===== src/inc/strap_cfg.svh =====
// Constants for the reset strap capture and device configuration block
`ifndef STRAP_CFG_SVH
`define STRAP_CFG_SVH

// ****************************************************************
// Register map
// ****************************************************************
`define CFG_WINDOW_FIRST 32'h019c0200
`define CFG_WINDOW_LAST 32'h019c02ff
`define STATUS_ADDR 32'h019c0300
`define CFG_CLKSRC_BIT 4
`define CFG_CLKSRC_RESET 1'b0

// ****************************************************************
// Captured strap vector and status register layout
// ****************************************************************
`define STRAP_WIDTH 5
`define STRAP_BYTE_ORDER 0
`define STRAP_FIX 1
`define STRAP_BOOT_LO 2
`define STRAP_BOOT_HI 3
`define STRAP_CLOCK 4
`define STATUS_VALID_BIT 5
`define STATUS_FAULT_BIT 6

`endif


===== src/inc/strap_pkg.sv =====
// Types shared by the reset strap configuration block
`default_nettype none

package strap_pkg;

   // Boot strap codes
   typedef enum logic [1:0] {
      BOOT_EMULATION = 2'b00,
      BOOT_ROM_8 = 2'b01,
      BOOT_ROM_16 = 2'b10,
      BOOT_RESERVED = 2'b11
   } boot_mode_type;

   // Register and decode state of the top module
   typedef struct packed {
      logic ack;
      logic [31:0] rdata;
      logic clk_sel;
      logic valid;
      logic little;
      logic fix_on;
      logic [1:0] boot;
      logic emu;
      logic rom;
      logic rom16;
      logic x4;
      logic pin_src;
      logic fault;
   } main_state_type;

endpackage : strap_pkg

`default_nettype wire


===== src/verilog/strap_sync.sv =====
// Two-flop synchroniser for a group of static pin levels
`default_nettype none

module strap_sync #(
   parameter int WIDTH = 1
) (
   input wire logic clock_in,
   input wire logic [WIDTH-1:0] pin_in,
   output logic [WIDTH-1:0] level_out
);

   typedef struct packed {
      logic [WIDTH-1:0] stage1;
      logic [WIDTH-1:0] stage2;
   } sync_state_type;

   sync_state_type state;
   sync_state_type next_state;

   // No reset here: the chain must keep sampling through reset so that
   // the capture stage sees settled levels right at the release
   always_comb begin
      next_state = state;
      next_state.stage1 = pin_in;
      next_state.stage2 = state.stage1;
   end

   // Register the chain
   always_ff @(posedge clock_in) begin
      state <= next_state;
   end

   assign level_out = state.stage2;

endmodule : strap_sync

`default_nettype wire


===== src/verilog/strap_capture.sv =====
// Capture-once holder for strap levels, armed by reset
`default_nettype none

module strap_capture #(
   parameter int WIDTH = 1
) (
   input wire logic clock_in,
   input wire logic rst_n_in,
   input wire logic [WIDTH-1:0] level_in,
   output logic [WIDTH-1:0] held_out,
   output logic valid_out
);

   typedef struct packed {
      logic [WIDTH-1:0] held;
      logic valid;
   } capture_state_type;

   capture_state_type state;
   capture_state_type next_state;

   // Take the levels at the first edge after release, then freeze
   always_comb begin
      next_state = state;
      if (!state.valid) begin
         next_state.held = level_in;
         next_state.valid = 1'b1;
      end
   end

   // Synchronous reset rearms the capture
   always_ff @(posedge clock_in) begin
      if (!rst_n_in) begin
         state <= '0;
      end else begin
         state <= next_state;
      end
   end

   assign held_out = state.held;
   assign valid_out = state.valid;

endmodule : strap_capture

`default_nettype wire


===== src/verilog/reset_strap_device_config.sv =====
// Reset strap capture, decode and the device configuration register
//
// The Wishbone slave port was decided locally.
`include "strap_cfg.svh"
`default_nettype none

module reset_strap_device_config
   import strap_pkg::*;
#(
   parameter bit LATER_VARIANT = 1'b1,
   parameter bit FIX_SUPPORTED = 1'b1
) (
   input wire logic clock_in,
   input wire logic rst_n_in,
   input wire logic cyc_in,
   input wire logic stb_in,
   input wire logic we_in,
   input wire logic [31:0] adr_in,
   input wire logic [3:0] sel_in,
   input wire logic [31:0] dat_in,
   output logic ack_out,
   output logic [31:0] dat_out,
   input wire logic byte_order_strap_in,
   input wire logic memif_byte_order_fix_strap_in,
   input wire logic [1:0] boot_mode_strap_in,
   input wire logic clock_mode_strap_in,
   output logic config_valid_out,
   output logic byte_order_select_out,
   output logic memif_byte_order_fix_out,
   output logic [1:0] boot_mode_out,
   output logic boot_emulation_out,
   output logic boot_rom_out,
   output logic boot_rom_width16_out,
   output logic pll_multiply_x4_out,
   output logic input_clock_pin_src_out,
   output logic memif_clock_source_select_out,
   output logic strap_fault_out
);

   // ****************************************************************
   // Strap synchronising and capture
   // ****************************************************************
   logic [`STRAP_WIDTH-1:0] strap_pins;
   logic [`STRAP_WIDTH-1:0] strap_levels;
   logic [`STRAP_WIDTH-1:0] cap;
   logic cap_valid;

   // Pack the strap pins in the fixed layout
   assign strap_pins = {clock_mode_strap_in, boot_mode_strap_in,
                        memif_byte_order_fix_strap_in, byte_order_strap_in};

   strap_sync #(
      .WIDTH(`STRAP_WIDTH)
   ) strap_sync_inst (
      .clock_in(clock_in),
      .pin_in(strap_pins),
      .level_out(strap_levels)
   );

   // Straps are only trusted at release because the board holds them
   strap_capture #(
      .WIDTH(`STRAP_WIDTH)
   ) strap_capture_inst (
      .clock_in(clock_in),
      .rst_n_in(rst_n_in),
      .level_in(strap_levels),
      .held_out(cap),
      .valid_out(cap_valid)
   );

   // ****************************************************************
   // Bus decode
   // ****************************************************************
   main_state_type state;
   main_state_type next_state;
   logic req;
   logic in_cfg;
   logic in_status;
   logic [1:0] cap_boot;
   logic [31:0] cfg_word;
   logic [31:0] status_word;

   assign req = cyc_in & stb_in;
   assign in_cfg = (adr_in >= `CFG_WINDOW_FIRST) && (adr_in <= `CFG_WINDOW_LAST);
   assign in_status = (adr_in == `STATUS_ADDR);
   assign cap_boot = cap[`STRAP_BOOT_HI:`STRAP_BOOT_LO];

   // Only bit 4 is stored; reserved bits read back as zero
   always_comb begin
      cfg_word = 32'h0000_0000;
      cfg_word[`CFG_CLKSRC_BIT] = state.clk_sel;
      status_word = 32'h0000_0000;
      status_word[`STRAP_WIDTH-1:0] = cap;
      status_word[`STATUS_VALID_BIT] = state.valid;
      status_word[`STATUS_FAULT_BIT] = state.fault;
   end

   // ****************************************************************
   // Next state
   // ****************************************************************
   always_comb begin
      next_state = state;
      // One wait state, then ack for one cycle
      next_state.ack = req & ~state.ack;
      if (req && !state.ack) begin
         if (in_cfg) begin
            next_state.rdata = cfg_word;
         end else if (in_status) begin
            next_state.rdata = status_word;
         end else begin
            next_state.rdata = 32'h0000_0000; // Unmapped reads zero
         end
      end
      // Write lands on the edge where the master sees ack
      if (req && state.ack && we_in && in_cfg && sel_in[0]) begin
         next_state.clk_sel = dat_in[`CFG_CLKSRC_BIT];
      end
      // Decode the held straps once they are valid
      if (cap_valid) begin
         next_state.valid = 1'b1;
         next_state.little = cap[`STRAP_BYTE_ORDER];
         // Fix only engages when big-endian and the fix strap is low
         next_state.fix_on = FIX_SUPPORTED & ~cap[`STRAP_BYTE_ORDER]
                             & ~cap[`STRAP_FIX];
         next_state.boot = cap_boot;
         next_state.emu = (cap_boot == BOOT_EMULATION);
         next_state.rom = (cap_boot == BOOT_ROM_8) || (cap_boot == BOOT_ROM_16);
         next_state.rom16 = (cap_boot == BOOT_ROM_16);
         next_state.x4 = ~LATER_VARIANT & cap[`STRAP_CLOCK];
         next_state.pin_src = LATER_VARIANT & cap[`STRAP_CLOCK];
         // Flag board misuse rather than guess a boot source
         next_state.fault = (cap_boot == BOOT_RESERVED)
                            | (LATER_VARIANT & ~cap[`STRAP_CLOCK])
                            | (FIX_SUPPORTED & ~cap[`STRAP_BYTE_ORDER]
                               & cap[`STRAP_FIX]);
      end
   end

   // ****************************************************************
   // State register
   // ****************************************************************
   always_ff @(posedge clock_in) begin
      if (!rst_n_in) begin
         state <= '0;
         state.clk_sel <= `CFG_CLKSRC_RESET;
      end else begin
         state <= next_state;
      end
   end

   // Outputs straight from the state flops
   assign ack_out = state.ack;
   assign dat_out = state.rdata;
   assign config_valid_out = state.valid;
   assign byte_order_select_out = state.little;
   assign memif_byte_order_fix_out = state.fix_on;
   assign boot_mode_out = state.boot;
   assign boot_emulation_out = state.emu;
   assign boot_rom_out = state.rom;
   assign boot_rom_width16_out = state.rom16;
   assign pll_multiply_x4_out = state.x4;
   assign input_clock_pin_src_out = state.pin_src;
   assign memif_clock_source_select_out = state.clk_sel;
   assign strap_fault_out = state.fault;
endmodule : reset_strap_device_config

`default_nettype wire


===== config.mk =====
export PLATFORM = sky130hd
export DESIGN_NAME = reset_strap_device_config
export DESIGN_NICKNAME = d
export VERILOG_FILES = /design/src/inc/strap_pkg.sv /design/src/verilog/strap_sync.sv /design/src/verilog/strap_capture.sv /design/src/verilog/reset_strap_device_config.sv
export VERILOG_INCLUDE_DIRS = /design/src /design/src/inc
export SDC_FILE = /design/constraint.sdc
export NUM_CORES = 1
export LEC_CHECK = 0
export BUFFER_PORTS_ARGS = -buffer_cell sky130_fd_sc_hd__buf_4
export CORE_UTILIZATION = 37
export CTS_BUF_LIST = sky130_fd_sc_hd__clkbuf_16
export DETAILED_ROUTE_END_ITERATION = 16
export PLACE_DENSITY = 0.78
export SETUP_SLACK_MARGIN = 0.15
export SYNTH_ARGS = -nofsm -noshare
export SYNTH_HDL_FRONTEND = slang
export SYNTH_SLANG_ARGS = --single-unit

===== constraint.sdc =====
create_clock -name clock_in -period 1.6 [get_ports clock_in]
set_clock_uncertainty 0.1 [all_clocks]
set_input_delay 0.32 -clock clock_in [delete_from_list [all_inputs] [get_ports clock_in]]
set_output_delay 0.32 -clock clock_in [all_outputs]
set_load 0.03 [all_outputs]

==> results.toml, run 1 <==
[status]
status = "finished clean"

[placed_design]
dp_hpwl_um = 2123
place_congestion = 0.7670
placed_cells = 252
portBuffers = 62

[timing]
finalMaxSlewViolations = 0
rsz0062_at_grt = "true"
hold_viol = 0
period_share = 0.8951
fin_tns_setup_ns = 0
layout_min_cycle_time_ns = 1.432
clock.fmax_mhz = 698.3
setup_viol = 0

[grt]
antenna_found_initial = 0
grt_max_degree = 16
grt_pass1_vias = 1084
grt_pass1_wl_um = 4560
overflow = 0
grtUsageTotal = 0.1477

[worst_setup_path]
crit_chain = "or3_4 -> nor4_4 -> buf_4 -> a22o_1"
cp_num_buf_inv = 1
cp_max_fo = 6
required_ns = 1.72
critPathTopFamily = "simple AND/OR/NAND/NOR gates"
critPathKind = "reg -> reg"
cp-end-kind = "flop"
slowest_delay_ns = 0.38
cp_slowest_cell = "or3_4"
start_kind = "flop"
rrSetupSlack_ns = 0.17
crit_arrival_ns = 1.55

[floorplanning]
die-width_um = 63.98
initial_utilization = 0.3882
core_mm2 = 0.003661
ioPinCount = 123
num_rows = 22
die_h_um = 63.98
die_area_mm2 = 0.004093

[final_layout]
antenna_cells = 0
drive_above_1_share = 0.3907
layout_commonest_cell = "buf_4"
nets = 295
stdcell_count = 263
layout_common_cells = "buf_4 (69), dfxtp_1 (34), conb_1 (26)"
syn_to_final_growth_pct = 46.21

[logic_synthesis]
syn_avg_cell_area_um2 = 10.01
syn_area_mm2 = 0.001421
syn_inst = 142
synth_cell_types = 26
yosys_warnings = 0
synth_seq_cells = 35
ys_seq_area_frac = 0.4930

[clock_network]
cts_sinks = 35
clkTransAtPathRegs_ns = 0.05
clock_path_buffers = 2
cts_root_buf = "clkbuf_16"
cts_tree = "yes"
insertion_delay_ns = 0.27
htreeDepth = 2
cts_buffers = 5

[flow_run]
drv_cap = 0

[drt]
viasPerCell = 4.350
ant_nets = 0
vias = 1144
dr.pass1.iters = 4
wl_per_cell_um = 10.68
wirelength_um = 2809
route.detailed.drc = 0
first_iter_violations = 29

[power_and_ir_drop]
power_w = 0.002103
vdd_drop_max_uv = 475.6
p_leak_nw = 0.9921
powerDensity_mw_per_mm2 = 1012

[worst_hold_path]
hold_path.class = "in -> reg"
area by class of cell:
type | count | area, um^2
tap | 48 | 60.06
inverter | 5 | 18.77
multi-input combinational | 98 | 640.6
clock buffer | 5 | 125.1
timing repair buffer | 69 | 518.0
sequential | 35 | 704.4
clock inverter | 3 | 11.26
fill | 339 | 1583
cell usage after synthesis:
master    count  area share
dfxtp_1      35        0.49
buf_4        26        0.14
nor2_1       12       0.032
nand2_1       9       0.024
a21oi_1       8       0.028
nand2b_1      8       0.035
a22o_1        7       0.043
mux2i_1       6       0.042
nor4_1        5       0.022
inv_1         4       0.011
clkbuf_1      3      0.0079
ha_1          3       0.026
nand4_1       2      0.0088
nor4b_2       2       0.021
and4b_1       1      0.0070
conb_1        1      0.0026
inv_2         1      0.0026
nand3_1       1      0.0035
nand4b_1      1      0.0062
nor2b_1       1      0.0044
nor3_1        1      0.0035
nor4_4        1       0.015
o21ai_0       1      0.0035
o311ai_0      1      0.0062
o32ai_1       1      0.0062
or3_4         1      0.0079
flip-flops by register name (all words and copies together) (netlist names), 2 cells and up:
name and cells:
boot_mode_out 2, dat_out 7, strap_capture_inst.held_out 5, strap_sync_inst.level_out 5, strap_sync_inst.next_state 5
routing by layer:
layer,track usage,up-vias,wire [um],part of all wire
li1,-,574,-,-
met1,0.1493,513,1060,0.38
met2,0.2434,47,1401,0.50
met3,0.06964,10,254,0.090
met4,0.09375,0,92,0.033
met5,0,-,0,0
power breakdown:
part	switching, W	internal [W]	leakage [nW]
clock network	0.000312	0.000558	0.0701
logic	0.000177	0.000124	0.632
registers	0.0000225	0.000909	0.290
total	0.000512	0.00159	0.992
path summary, 6_finish.rpt:
kind,depth (start not counted),endpoint,start
worst min register to register,0,strap_sync_inst.level_out[4],strap_sync_inst.next_state[4]
worst min-delay path,1,strap_sync_inst.next_state[0],byte_order_strap_in
worst max-delay path,4,dat_out[5],ack_out
worst max register to register,4,dat_out[5],ack_out
metrics by stage:
stage / worst slack (ns) / hold WS, ns / cell area [um^2] / utilization
finish: 0.1679 / 0.04726 / 2078 / 0.5677
global route: 0.1161 / 0.03971 / 2078 / 0.5677
CTS: 0.1485 / 0.04045 / 2048 / 0.5595
detailed placement: -0.1717 / 0.2136 / 1897 / 0.5181
global placement: -0.1330 / 0.2113 / 1897 / 0.5181
floorplan: 0.1126 / 0.2096 / 1548 / -
timing repair:
item                       in CTS  in global routing
pin swaps                       3                  4
setup endpoints to repair       4                  7
hold buffers                    0                  0
cloned                          0                  0
gates resized for setup         2                  3
setup buffers                   1                  2
cell families after synthesis:
group	after synthesis	share of synthesized area
AO/OA/AOI/OAI	18	0.08715
adder cells (fa/ha/maj)	3	0.02641
buffers and inverters	34	0.1584
flip-flops	35	0.4930
multiplexers	6	0.04226
other	1	0.002638
AND/OR/NAND/NOR	45	0.1901
Power figures use the tool's default switching activity.
==> run 2, diff against run 1 <==
Settings changed: MAX_ROUTING_LAYER from default to met4.
==> results.toml, run 2 (synthesis gave the netlist of run 1 again) <==
[status]
status = "finished clean"

[floorplanning]
initial_utilization = 0.3882
die-width_um = 63.98
die_area_mm2 = 0.004093
die_h_um = 63.98
ioPinCount = 123
num_rows = 22
core_mm2 = 0.003661

[worst_setup_path]
start_kind = "flop"
cp-end-kind = "flop"
crit_arrival_ns = 1.55
critPathKind = "reg -> reg"
required_ns = 1.71
cp_max_fo = 6

[placed_design]
pre_cts_ws_ns = -0.1717
portBuffers = 62
placed_cells = 252
dp_hpwl_um = 2123
place_congestion = 0.7772

[timing]
layout_min_cycle_time_ns = 1.432
period_share = 0.8951
finalMaxSlewViolations = 0
final.setup.worst_slack_ns = 0.1679
rsz0062_at_grt = "true"
hold_viol = 0
setup_viol = 0
clock.fmax_mhz = 698.3

[drt]
wl_per_cell_um = 10.68
first_iter_violations = 27
wirelength_um = 2809
viasPerCell = 4.350
route.detailed.drc = 0
dr.pass1.iters = 4
ant_nets = 0
vias = 1144

[final_layout]
stdcell_count = 263
largest_reg_flops = 7
layout_commonest_cell = "buf_4"
antenna_cells = 0
drive_above_1_share = 0.3907
nets = 295
layout_common_cells = "buf_4 (69), dfxtp_1 (34), conb_1 (26)"
syn_to_final_growth_pct = 46.21

[clock_network]
htreeDepth = 2
cts_root_buf = "clkbuf_16"
cts_buffers = 5
clkTransAtPathRegs_ns = 0.05
cts_hold_buffers = 0
cts_sinks = 35
clock_path_buffers = 2
insertion_delay_ns = 0.27
cts_tree = "yes"

[flow_run]
drv_cap = 0

[grt]
grt_pass1_wl_um = 4567
antenna_found_initial = 0
grt_max_degree = 16
overflow = 0
grtUsageTotal = 0.1519
grt_pass1_vias = 1083

[power_and_ir_drop]
vdd_drop_max_uv = 475.3
p_leak_nw = 0.9921
powerDensity_mw_per_mm2 = 1012

[worst_hold_path]
hold_path.class = "in -> reg"
## run 2: cell counts in the layout (fill, tap and decap cells not counted)
No cell type changed its count.
## run 2: timing repair
action / 4_1_cts / 5_1_grt
pin swaps: 3 / 4
gates resized for setup: 2 / 3
setup endpoints to repair: 4 / 7
setup buffers: 1 / 2
## run 2: where the power goes
group	internal [W]	switching (W)	total, W
sequential	0.000909	0.0000225	0.000932
clock	0.000558	0.000312	0.000870
combinational	0.000124	0.000177	0.000301
## run 2: worst paths after layout
check	from	slack, ns	endpoint	depth (start not counted)
worst max-delay path	ack_out	0.17	dat_out[5]	4
worst min-delay path	byte_order_strap_in	0.05	strap_sync_inst.next_state[0]	1
worst max register to register	ack_out	0.17	dat_out[5]	4
worst min register to register	strap_sync_inst.next_state[4]	0.22	strap_sync_inst.level_out[4]	0
## run 2: metrics by stage
stage / setup TNS, ns / power, W / hold slack, ns / area (um^2) / utilization
6_report: 0 / 0.002103 / 0.04746 / 2078 / 0.5677
5_1_grt: 0 / 0.002189 / 0.03970 / 2078 / 0.5677
4_1_cts: 0 / 0.002125 / 0.04045 / 2048 / 0.5595
3_5_place_dp: -0.9674 / 0.001245 / 0.2136 / 1897 / 0.5181
3_3_place_gp: -0.7656 / 0.001240 / 0.2113 / 1897 / 0.5181
2_1_floorplan: 0 / 0.001161 / 0.2096 / 1548 / -
## run 2: critical path: stages (launching register included)
cell and delay (ns):
dfxtp_4 0.34, or3_4 0.38, nor4_4 0.26, buf_4 0.17, a22o_1 0.13
## run 2: layout make-up
cell class	count	area, um^2
sequential	35	704.4
timing repair buffer	69	518.0
fill	339	1583
tap	48	60.06
multi-input combinational	98	640.6
inverter	5	18.77
clock inverter	3	11.26
clock buffer	5	125.1
## run 2: metal layers
metal | track usage | vias up | part of all wire
met5 | - | - | 0
met1 | 0.1493 | 513 | 0.38
li1 | - | 574 | -
met3 | 0.06964 | 10 | 0.090
met4 | 0.09375 | 0 | 0.033
met2 | 0.2434 | 47 | 0.50
